<file path="src/verilog/ldo_params.svh">
`ifndef LDO_PARAMS_SVH
`define LDO_PARAMS_SVH
`define LDO_SFR_ADDR      8'hC9
`define LDO_SFR_PAGE      8'h00
`define LDO_BIT_DISABLE   7
`define LDO_BIT_RESERVED  6
`define LDO_BIT_LEVEL     4
`define LDO_BIT_DROPOUT   0
`define LDO_RST_DISABLE   1'h0
`define LDO_RST_RESERVED  1'h1
`define LDO_RST_LEVEL     1'h1
`define LDO_READ_MASK     8'hD1
`define LDO_SYNC_STAGES   2
`endif

</file>
<file path="src/verilog/ldo_pkg.sv">
package ldo_pkg;
  typedef struct packed {
    logic       wr;
    logic       rd;
    logic [7:0] addr;
    logic [7:0] page;
    logic [7:0] wdata;
  } ldo_sfr_req_t;

  typedef struct packed {
    logic irq_enable;
    logic irq_priority;
  } ldo_irq_cfg_t;

  typedef struct packed {
    logic       regulator_disable_bit;
    logic       output_level_select;
    logic [7:0] rdata;
    logic       rd_hit;
  } ldo_state_t;
endpackage

</file>
<file path="src/verilog/ldo_sync.sv">
`timescale 1ns/1ps
`default_nettype none
module ldo_sync (
  input  wire logic clk,     // system clock
  input  wire logic rst_b,   // async reset, active low
  input  wire logic d_in,    // asynchronous level
  output logic      q_out    // synchronised level
);
  logic [1:0] stage_reg;

  // first stage is read only by the second
  always_ff @(posedge clk or negedge rst_b) begin
    if (!rst_b) begin
      stage_reg <= 2'h0;
    end else begin
      stage_reg <= {stage_reg[0], d_in};
    end
  end

  assign q_out = stage_reg[1];
endmodule
`default_nettype wire

</file>
<file path="src/verilog/ldo_regulator_control.sv">
`timescale 1ns/1ps
`default_nettype none
`include "ldo_params.svh"
module ldo_regulator_control (
  input  wire logic                  clk,                   // 40 MHz clock
  input  wire logic                  rst_b,                 // async, low
  input  wire ldo_pkg::ldo_sfr_req_t sfr_req,               // bus request
  output logic [7:0]                 sfr_rdata,             // read data
  output logic                       sfr_rd_hit,            // read answered
  input  wire ldo_pkg::ldo_irq_cfg_t irq_cfg,               // enable, prio
  input  wire logic                  dropout_raw,           // comparator
  output logic                       regulator_disable_bit, // 1 = off
  output logic                       output_level_select,   // 1 = 2.6 V
  output logic                       dropout_irq,           // live request
  output logic                       dropout_irq_priority   // 1 = high
);
  ldo_pkg::ldo_state_t state_reg;
  ldo_pkg::ldo_state_t state_next;
  logic                dropout_sync;
  logic                hit;
  logic                wr_hit;
  logic                rd_take;
  logic [7:0]          read_value;

  ldo_sync u_sync (
    .clk   (clk),
    .rst_b (rst_b),
    .d_in  (dropout_raw),
    .q_out (dropout_sync)
  );

  assign hit = (sfr_req.addr == `LDO_SFR_ADDR)
             && (sfr_req.page == `LDO_SFR_PAGE);
  // strobes qualified by the decode, shared by logic and checks
  assign wr_hit  = sfr_req.wr && hit;
  assign rd_take = sfr_req.rd && hit;

  // indicator is the live synchronised level, so it clears by itself
  always_comb begin
    read_value = 8'h00;
    read_value[`LDO_BIT_DISABLE]  = state_reg.regulator_disable_bit;
    read_value[`LDO_BIT_RESERVED] = `LDO_RST_RESERVED;
    read_value[`LDO_BIT_LEVEL]    = state_reg.output_level_select;
    read_value[`LDO_BIT_DROPOUT]  = dropout_sync;
  end

  always_comb begin
    state_next        = state_reg;
    state_next.rd_hit = rd_take;
    if (rd_take) begin
      state_next.rdata = read_value;
    end
    // only bits 7 and 4 store; reserved/unused/indicator ignore writes
    if (wr_hit) begin
      state_next.regulator_disable_bit =
        sfr_req.wdata[`LDO_BIT_DISABLE];
      state_next.output_level_select =
        sfr_req.wdata[`LDO_BIT_LEVEL];
    end
  end

  always_ff @(posedge clk or negedge rst_b) begin
    if (!rst_b) begin
      state_reg.regulator_disable_bit <= `LDO_RST_DISABLE;
      state_reg.output_level_select   <= `LDO_RST_LEVEL;
      state_reg.rdata                 <= 8'h00;
      state_reg.rd_hit                <= 1'b0;
    end else begin
      state_reg <= state_next;
    end
  end

  assign regulator_disable_bit = state_reg.regulator_disable_bit;
  assign output_level_select   = state_reg.output_level_select;
  assign sfr_rdata             = state_reg.rdata;
  assign sfr_rd_hit            = state_reg.rd_hit;
  // no pending flag: request follows the condition directly
  assign dropout_irq = dropout_sync && irq_cfg.irq_enable;
  assign dropout_irq_priority = irq_cfg.irq_priority;

  // register bus checks
  chk_reset_enabled: assert property (@(posedge clk)
    $rose(rst_b)
    |-> regulator_disable_bit == `LDO_RST_DISABLE
        && output_level_select == `LDO_RST_LEVEL)
    else $error("regulator not enabled at 2.6 V after reset");

  chk_disable_write: assert property (@(posedge clk)
    disable iff (!rst_b)
    wr_hit
    |=> regulator_disable_bit == $past(sfr_req.wdata[`LDO_BIT_DISABLE]))
    else $error("disable bit did not take written value");

  chk_level_write: assert property (@(posedge clk)
    disable iff (!rst_b)
    wr_hit
    |=> output_level_select == $past(sfr_req.wdata[`LDO_BIT_LEVEL]))
    else $error("level bit did not take written value");

  chk_no_write_hold: assert property (@(posedge clk)
    disable iff (!rst_b)
    !wr_hit
    |=> $stable(regulator_disable_bit) && $stable(output_level_select))
    else $error("control bits changed without a write");

  chk_miss_no_write: assert property (@(posedge clk)
    disable iff (!rst_b)
    sfr_req.wr && !hit
    |=> $stable(regulator_disable_bit) && $stable(output_level_select))
    else $error("write to other address changed register");

  chk_read_fixed: assert property (@(posedge clk)
    disable iff (!rst_b)
    rd_take
    |=> sfr_rdata[`LDO_BIT_RESERVED] == `LDO_RST_RESERVED && sfr_rd_hit)
    else $error("reserved bit read wrong");

  chk_read_unused: assert property (@(posedge clk)
    disable iff (!rst_b)
    rd_take
    |=> (sfr_rdata & ~`LDO_READ_MASK) == 8'h00)
    else $error("unused bits read nonzero");

  chk_read_disable: assert property (@(posedge clk)
    disable iff (!rst_b)
    rd_take
    |=> sfr_rdata[`LDO_BIT_DISABLE] == $past(regulator_disable_bit))
    else $error("disable bit read wrong");

  chk_read_level: assert property (@(posedge clk)
    disable iff (!rst_b)
    rd_take
    |=> sfr_rdata[`LDO_BIT_LEVEL] == $past(output_level_select))
    else $error("level bit read wrong");

  chk_read_drop: assert property (@(posedge clk)
    disable iff (!rst_b)
    rd_take
    |=> sfr_rdata[`LDO_BIT_DROPOUT] == $past(dropout_sync))
    else $error("dropout indicator read wrong");

  chk_rd_hit_pulse: assert property (@(posedge clk)
    disable iff (!rst_b)
    !rd_take
    |=> !sfr_rd_hit)
    else $error("read answered without a hitting read");

  chk_rd_miss: assert property (@(posedge clk)
    disable iff (!rst_b)
    sfr_req.rd && !hit
    |=> !sfr_rd_hit)
    else $error("read of other address answered");

  chk_rdata_hold: assert property (@(posedge clk)
    disable iff (!rst_b)
    !rd_take
    |=> $stable(sfr_rdata))
    else $error("read data changed without a hitting read");

  // dropout path checks
  chk_reset_quiet: assert property (@(posedge clk)
    $rose(rst_b)
    |-> !dropout_sync && !dropout_irq)
    else $error("dropout path not cleared by reset");

  chk_sync_lat: assert property (@(posedge clk)
    disable iff (!rst_b)
    dropout_raw [*3]
    |-> dropout_sync)
    else $error("dropout not seen after two stages");

  chk_sync_no_bypass: assert property (@(posedge clk)
    disable iff (!rst_b)
    $rose(dropout_raw)
    |=> !dropout_sync)
    else $error("dropout passed the synchroniser too early");

  chk_drop_rise: assert property (@(posedge clk)
    disable iff (!rst_b)
    $rose(dropout_sync)
    |-> $past(dropout_raw, 2))
    else $error("indicator rose without the condition");

  chk_drop_fall: assert property (@(posedge clk)
    disable iff (!rst_b)
    $fell(dropout_sync)
    |-> !$past(dropout_raw, 2))
    else $error("indicator fell while condition held");

  chk_drop_clear: assert property (@(posedge clk)
    disable iff (!rst_b)
    (!dropout_raw) [*3]
    |-> !dropout_sync)
    else $error("indicator not cleared after condition ended");

  chk_irq_live: assert property (@(posedge clk)
    disable iff (!rst_b)
    (!dropout_raw) [*3]
    |-> !dropout_irq)
    else $error("interrupt held after condition ended");

  chk_irq_gate: assert property (@(posedge clk)
    disable iff (!rst_b)
    (irq_cfg.irq_enable && dropout_raw) [*3]
    |-> dropout_irq)
    else $error("interrupt missing while enabled in dropout");
endmodule
`default_nettype wire

</file>
<file path="config.mk">
export PLATFORM = sky130hd
export DESIGN_NAME = ldo_regulator_control
export DESIGN_NICKNAME = d
export VERILOG_FILES = /design/src/verilog/ldo_pkg.sv /design/src/verilog/ldo_sync.sv /design/src/verilog/ldo_regulator_control.sv
export VERILOG_INCLUDE_DIRS = /design/src /design/src/verilog
export SDC_FILE = /design/constraint.sdc
export NUM_CORES = 1
export LEC_CHECK = 0
export BUFFER_PORTS_ARGS = -buffer_cell sky130_fd_sc_hd__buf_2
export CAP_MARGIN = 15
export CELL_PAD_IN_SITES_DETAIL_PLACEMENT = 1
export CELL_PAD_IN_SITES_GLOBAL_PLACEMENT = 1
export CORE_UTILIZATION = 22
export CTS_BUF_LIST = sky130_fd_sc_hd__clkbuf_16
export DETAILED_ROUTE_END_ITERATION = 10
export HOLD_SLACK_MARGIN = 0.15
export PLACE_DENSITY_LB_ADDON = 0.1
export SLEW_MARGIN = 20
export SYNTH_ARGS = -nofsm -noshare
export SYNTH_HDL_FRONTEND = slang
export SYNTH_HIERARCHICAL = 1
export SYNTH_SLANG_ARGS = --single-unit
</file>
<file path="constraint.sdc">
create_clock -name clk -period 1 [get_ports clk]
set_input_delay 0.05 -clock clk [delete_from_list [all_inputs] [get_ports clk]]
set_output_delay 0.05 -clock clk [all_outputs]
set_load 0.03 [all_outputs]
</file>
; ---- Word level (Yosys, flattened, before mapping)
; Index checks and enable logic that the tools add are counted.
[word_totals]
regBits = 9
in_bits = 31
out_inout_bits = 13
elab_cells = 11
[op_classes]
n_eq_ne = 1
n_reduce_logical = 5
[op_table]
columns = cell, count
row1 = "8-bit equality test, second input constant", 1
row2 = 8-bit logical NOT, 1
row3 = 1-bit logical AND, 4

; ---- Depth between registers and ports, before layout
; Gate-level depths: netlist of the first run.
[logic_depth]
ltp_word = 3
depth_mapped = 4
depth_no_buf = 4

; ---- Modules after synthesis
; The synthesis of the first run kept the hierarchy.
[modules_own_cells]
columns = module, n_inst, cells_per_inst, area_each_um2, seq_area_each_um2
row1 = ldo_regulator_control, 1, 29, 375.4, 176.4
row2 = ldo_sync, 1, 2, 50.0, 50.0

; ---- Worst setup path before layout of the first run
; No wires, ideal clock.
[synth_timing]
path_type = input port to flip-flop
start = input port sfr_req[12] in the netlist's numbering
end = register state_reg, in the netlist sfr_rdata[4]
arrival_ps = 933
t_required_ps = 872
setup_slack_ps = -61
stages = 4
path_cell_list = nor4_2 -> and4bb_1 -> nand2_2 -> mux2_1
[synth_via]
elab_chain_cells = 3
[synth_rtl]
columns = element, line
row1 = "start, declared", ldo_regulator_control.sv:7  ; input wire ldo_pkg::ldo_sfr_req_t sfr_req,
row2 = 8-bit logical NOT (no line), -
row3 = 1-bit logical AND, ldo_regulator_control.sv:32  ; assign hit = (sfr_req.addr == `LDO_SFR_ADDR)
row4 = 1-bit logical AND, ldo_regulator_control.sv:36  ; assign rd_take = sfr_req.rd && hit;
row5 = "end signal, assigned", ldo_regulator_control.sv:69  ; state_reg <= state_next;
row6 = "end, declared", ldo_regulator_control.sv:17  ; ldo_pkg::ldo_state_t state_reg;
; Every way passes these cells.
; A chain may end at the register's enable or synchronous reset.

; ---- Final worst setup path of the first run
[layout_timing]
start = input port sfr_req[17] in the netlist's numbering
end = register state_reg, in the netlist sfr_rdata[0]
[layout_via]
elab_chain_cells = 3
[layout_rtl]
columns = element, line
row1 = 8-bit equality test (no line), -
row2 = 1-bit logical AND, ldo_regulator_control.sv:32
row3 = 1-bit logical AND, ldo_regulator_control.sv:36
; Every way passes these cells.

==> results of run 1 <==
-- placed cells by master (no fill, tap or decap), drive strengths merged, types with 2 or more instances in the layout --
master,instances
buf,31
dlygate4sd3,6
mux2,5
conb,4
clkbuf,3
nand2,2
nand4bb,2
dfrtp,8
nor4,2
-- worst paths after layout --
path | to | depth (start not counted)
worst max-delay path | sfr_rdata[0] | 5
worst min-delay path | sfr_rd_hit | 3
worst max register to register | sfr_rdata[7] | 1
worst min register to register | u_sync/stage_reg[1] | 0
max in group asynchronous | output_level_select | 2
min in group asynchronous | sfr_rdata[4] | 2
-- logic make-up (layout without fill, tap and decap cells) --
kind of cell / Yosys count / in the layout / synth area share [%]
flops: 9 / 9 / 53.2
buf+inv: 5 / 41 / 8.82
simple gates: 11 / 11 / 22.9
mux: 5 / 5 / 14.1
other cells: 1 / 4 / 0.882
-- cell type report --
class / instances / area share, %
clock inverter: 1 / 0.483
sequential: 9 / 29.1
clock buffer: 3 / 9.66
timing repair buffer: 37 / 31.2
tap: 25 / 4.03
multi-input combinational: 20 / 25.4
-- power groups by stage --
stage / Sequential (mW) / Combinational [mW] / Clock [mW]
floorplan: 0.376 / 0.0545 / 0
global placement: 0.377 / 0.0960 / 0
detailed placement: 0.377 / 0.0969 / 0
CTS: 0.372 / 0.120 / 0.703
global route: 0.372 / 0.138 / 0.722
finish: 0.372 / 0.128 / 0.688
-- stage by stage --
stage               setup slack, ps  cell area (sq um)  setup TNS (ps)  hold slack, ps  util, %
detailed placement             -249                603           -1130           -90.3     34.2
finish                         16.3                777               0             176     44.0
global placement               -232                603           -1080           -89.9     34.2
global route                  -42.9                777            -122             180     44.0
CTS                           -1.29                744           -1.32             185     42.2
floorplan                     -47.5                454            -130            -246        -
-- what timing repair did --
item,in CTS,in global routing
endpoints found under the hold margin,14,0
endpoints found under the setup margin,3,6
hold buffers,6,0
gates resized for setup,1,8
buffers inserted,0,0
pin swaps,1,4
-- metal layers --
layer / vias to the layer above / track usage, %
li1: 177 / -
met3: 2 / 3.97
met2: 32 / 17.7
met5: - / 0
met1: 173 / 13.6
met4: 0 / 7.06
==> flow_metrics.py, run 1 <==
metrics = {
    "run_status": {
        "status": "completed",
    },
    "floorplan": {
        "dieArea_sq_mm": 0.00211,
        "pin_count": 44,
        "die_width_um": 46.0,
        "rows": 15,
        "dieHeight_um": 46.0,
        "start_util_pct": 24.1,
        "coreArea_sq_mm": 0.00176,
    },
    "global_routing": {
        "grt_pass1_wl_um": 1660,
        "grt-ovfl-total": 0,
        "grt_max_degree": 10,
        "antenna_found_initial": 0,
        "grt_pass1_vias": 386,
        "grt_usage_pct": 11.5,
    },
    "pwr": {
        "p_switching_mw": 0.230,
        "leakagePower_nw": 0.413,
        "worst_ir_drop_vdd_mv": 0.597,
        "p_comb_share_pct": 10.7,
        "finalPower_mw": 1.19,
        "p_clk_share_pct": 57.9,
        "powerDensity_mw_per_mm2": 1530,
        "intPower_mw": 0.958,
        "p_sw_share_pct": 19.4,
        "seqPwrFrac_pct": 31.3,
    },
    "logic_synthesis": {
        "synth_ff_type": "dfrtp_1",
        "synth_area_leader_cell": "dfrtp_1",
        "ys_top_cells_by_count": "8 x dfrtp_1, 5 x buf_4",
        "ys_seq_elements": 9,
        "yosysMostFrequentCell": "dfrtp_1",
        "synth_warnings": 6,
        "synth_area_sq_um": 425,
        "synth_top_area_share_pct": 47.1,
        "syn_area_per_cell_sq_um": 13.7,
        "ys_top_cells_by_area": "dfrtp_1 47%, buf_4 8.8%, dfstp_2 6.2%",
        "yosysUniqueCellTypes": 16,
        "ys_seq_area_share_pct": 53.2,
        "syn_inst": 31,
        "synthArstFlopShare_pct": 100,
        "synth_edf_count": 0,
    },
    "sta": {
        "finalCriticalPeriod_ps": 984,
        "rsz0062_at_grt": "true",
        "max_freq_ghz": 1.02,
        "slew_viol_final": 0,
        "finalSetupViolCount": 0,
        "min_period_over_period_pct": 98.4,
        "hold_viol": 0,
        "skew_ps": 0.262,
    },
    "drt": {
        "wl_met3_um": 106,
        "wl_met2_um": 548,
        "drc": 0,
        "drtIter0Drc": 1,
        "vias_per_cell": 4.04,
        "drt_wl_total_um": 1050,
        "postRouteAntennaNets": 0,
        "wl_per_cell_um": 11.1,
        "highest_layer": "met4",
        "wl_met1_um": 378,
        "drtPass1Iterations": 2,
        "via_count": 384,
    },
    "setup_path": {
        "timing.critical_path.to_type": "register",
        "critPathLaunch": "sfr_req[17]",
        "path_max_fanout": 4,
        "cp_top_family": "simple AND/OR/NAND/NOR gates",
        "start_kind": "primary input",
        "crit_chain": "buf_6 -> nor4_4 -> and4bb_1 -> nand2_2 -> mux2_4",
        "critPathArrivalTime_ps": 1100,
        "worst_r2r_startpoint": "regulator_disable_bit",
        "path_class": "in2reg",
        "required_ps": 1110,
        "slowest_stage": "mux2_4",
        "cp_slowest_stage_delay_ps": 300,
        "critPathBufInv": 1,
        "worst-r2r-setup-slack_ps": 240,
    },
    "job": {
        "maxCapViolCount": 0,
    },
    "place": {
        "gp_congestion": 0.636,
        "placed_cells": 85,
        "numPortBuffers": 31,
    },
    "clock_network": {
        "worstSkewPairLatency_ps": 230,
        "cts_tree": "yes",
        "numClockSinks": 9,
        "numCtsBuffers": 3,
        "htree_levels": 1,
        "cts.clk_slew.worst_paths_ps": 40,
        "clk_path_buf_depth": 2,
        "cts-root-buf": "clkbuf_16",
    },
    "final_layout": {
        "area_growth_pct": 82.6,
        "largest_register_ffs": 4,
        "drive_gt1_share_pct": 62.9,
        "antenna_cells": 0,
        "layout.nets": 102,
        "multiInputGateArea_sq_um": 198,
        "fillCellCount": 220,
        "ff_latch_area_sq_um": 226,
        "stdcell_count": 95,
    },
    "min_path": {
        "min_from": "sfr_req[13]",
        "min_path_type": "in2reg",
    },
}
Note: power is estimated with default switching activity, not from simulation.
==> run 2, diff against run 1 <==
- ABC_AREA: unset -> 1
- CORE_UTILIZATION: 22 -> 24
- SYNTH_HIERARCHICAL: 1 -> unset
- clock period: 1 -> 1.1 ns (I/O delays scaled with it)
==> run 2 against run 1 <==
Effect of this change:
- worst setup slack better by 64 ps
- critical endpoint is now output_level_select
- cell count is 37% higher
- die area increased by 12%
- clock skew barely moved
- cell area grew 17%
- first-iteration DRC count is 100% higher
- combinational power up 16%
- sequential cell count is the same
==> flow_metrics.py, run 2 <==
metrics = {
    "run_status": {
        "status": "completed",
    },
    "setup_path": {
        "start_kind": "register",
        "required_ps": 1040,
        "cp_top_family": "flip-flops",
        "slowest_stage": "dfstp_2",
        "worst-r2r-setup-slack_ps": 320,
        "critPathBufInv": 1,
        "crit_chain": "buf_2",
        "critPathArrivalTime_ps": 960,
        "path_max_fanout": 3,
        "timing.critical_path.to_type": "output pin",
        "path_class": "reg2out",
        "cp_slowest_stage_delay_ps": 540,
    },
    "sta": {
        "skew_ps": 0.742,
        "hold_viol": 0,
        "finalCriticalPeriod_ps": 1020,
        "max_freq_ghz": 0.981,
        "min_period_over_period_pct": 92.7,
        "setup_tns_ps": 0,
        "rsz0062_at_grt": "false",
        "slew_viol_final": 0,
        "finalSetupViolCount": 0,
    },
    "final_layout": {
        "area_growth_pct": 73.9,
        "drive_gt1_share_pct": 50.5,
        "stdcell_count": 130,
        "largest_register_ffs": 4,
        "most-common-layout-cells": "31 x buf_2, 14 x dlygate4sd3_1, 13 x nand2_1",
        "layout.nets": 135,
        "antenna_cells": 0,
        "final_common_cell": "buf_2",
        "fillCellCount": 260,
    },
    "floorplan": {
        "coreArea_sq_mm": 0.00200,
        "dieHeight_um": 48.7,
        "pin_count": 44,
        "die_width_um": 48.7,
        "dieArea_sq_mm": 0.00237,
        "rows": 16,
        "start_util_pct": 26.1,
    },
    "logic_synthesis": {
        "synth_top_area_share_pct": 38.3,
        "ys_seq_elements": 9,
        "synth_ff_type": "dfrtp_1",
        "ys_seq_area_share_pct": 43.3,
        "syn_area_per_cell_sq_um": 9.34,
        "syn_inst": 56,
        "yosysMostFrequentCell": "nand2_1",
        "ys_top_cells_by_area": "dfrtp_1 38%, nand2_1 9.3%, nand4_1 8.4%",
        "synthArstFlopShare_pct": 100,
        "synth_area_sq_um": 523,
        "synth_area_leader_cell": "dfrtp_1",
        "synth_edf_count": 0,
        "ys_top_cells_by_count": "13 x nand2_1, 8 x dfrtp_1, 7 x nand4_1, 7 x nor2_2, 5 x buf_4",
        "synth_warnings": 0,
        "yosysUniqueCellTypes": 14,
    },
    "drt": {
        "wl_met3_um": 76,
        "highest_layer": "met4",
        "vias_per_cell": 4.20,
        "drc": 0,
        "drtIter0Drc": 2,
        "wl_met2_um": 617,
        "via_count": 546,
        "wl_met1_um": 474,
        "drt_wl_total_um": 1190,
        "wl_per_cell_um": 9.16,
        "postRouteAntennaNets": 0,
        "drtPass1Iterations": 6,
    },
    "place": {
        "dpl.hpwl_um": 914,
        "gp_congestion": 0.622,
        "numPortBuffers": 31,
        "placed_cells": 112,
    },
    "clock_network": {
        "worstSkewPairLatency_ps": 230,
        "clk_path_buf_depth": 2,
        "numCtsBuffers": 3,
        "htree_levels": 1,
        "cts.clk_slew.worst_paths_ps": 40,
        "numClockSinks": 9,
        "cts_tree": "yes",
        "cts-root-buf": "clkbuf_16",
    },
    "global_routing": {
        "antenna_found_initial": 0,
        "grt_max_degree": 10,
        "grt-ovfl-total": 0,
        "grt_pass1_vias": 550,
        "grt_pass1_wl_um": 2240,
        "grt_usage_pct": 12.8,
    },
    "pwr": {
        "worst_ir_drop_vdd_mv": 0.654,
        "leakagePower_nw": 0.523,
        "powerDensity_mw_per_mm2": 1220,
    },
    "min_path": {
        "min_path_type": "in2reg",
    },
    "job": {
        "maxCapViolCount": 0,
    },
}
[run 2: cell types whose count changed after synthesis, moves of 2 or more]
| cell | delta |
|---|---|
| nand2_1 | +12 |
| nor4_2 | -2 |
| mux2_1 | -2 |
| nand4_1 | +7 |
| nor2_2 | +7 |
| nor2_8 | +2 |
| nand4bb_1 | -2 |
| nand2_2 | +3 |
| inv_1 | +4 |
| mux2_2 | -2 |
[run 2: path summary, 6_finish.rpt]
check / from / to / depth (start not counted)
max: output_level_select / output_level_select / 1
min: sfr_req[23] / sfr_rd_hit / 5
max reg2reg: output_level_select / sfr_rdata[4] / 2
min reg2reg: u_sync.stage_reg[0] / u_sync.stage_reg[1] / 0
max in group asynchronous: rst_b / output_level_select / 2
min in group asynchronous: rst_b / sfr_rdata[7] / 2
[run 2: area by class of cell]
type	instances	area (sq um)	area share [%]
inverters	5	18.8	2.06
flip-flops and latches	9	226	24.9
clock inverters	1	3.75	0.413
well taps	27	33.8	3.71
repair buffers	45	295	32.5
clock buffers	3	75.1	8.25
multi-input cells	40	256	28.2
[run 2: metal layers]
metal / vias to the layer above / global-route usage, %
met2: 22 / 22.0
met5: - / 0
met4: 0 / 7.35
met3: 2 / 5.03
li1: 266 / -
met1: 256 / 13.2
[run 2: report_power, final]
| part | total, mW | internal (mW) | switching, mW |
|---|---|---|---|
| Sequential | 0.338 | 0.337 | 0.00126 |
| Combinational | 0.149 | 0.0732 | 0.0757 |
| Clock | 0.624 | 0.474 | 0.150 |
[run 2: kinds of logic after synthesis]
logic type    Yosys count  synth area share (%)
buf+inv                10                  10.8
simple gates           36                  45.2
flops                   9                  43.3
other cells             1                 0.717
[run 2: stage by stage]
step	setup slack (ps)	power, mW	instance area, sq um	utilization, %	hold slack, ps
floorplan	255	0.410	534	-	-241
global placement	189	0.449	686	34.3	-84.0
detailed placement	179	0.451	686	34.3	-85.8
CTS	70.3	1.12	905	45.2	180
global route	24.6	1.17	910	45.4	208
finish	80.3	1.11	910	45.4	195
[run 2: worst reg2reg max path: stages, from the launching register on]
cell     delay, ps
dfstp_2        540
nand4_1        110
nand2_1         80
[run 2: what timing repair did]
action / CTS / global route
endpoints found under the hold margin: 15 / 0
gates resized for setup: 0 / 1
hold buffers: 14 / 0
setup endpoints to repair: 0 / 1
setup buffers: 0 / 0
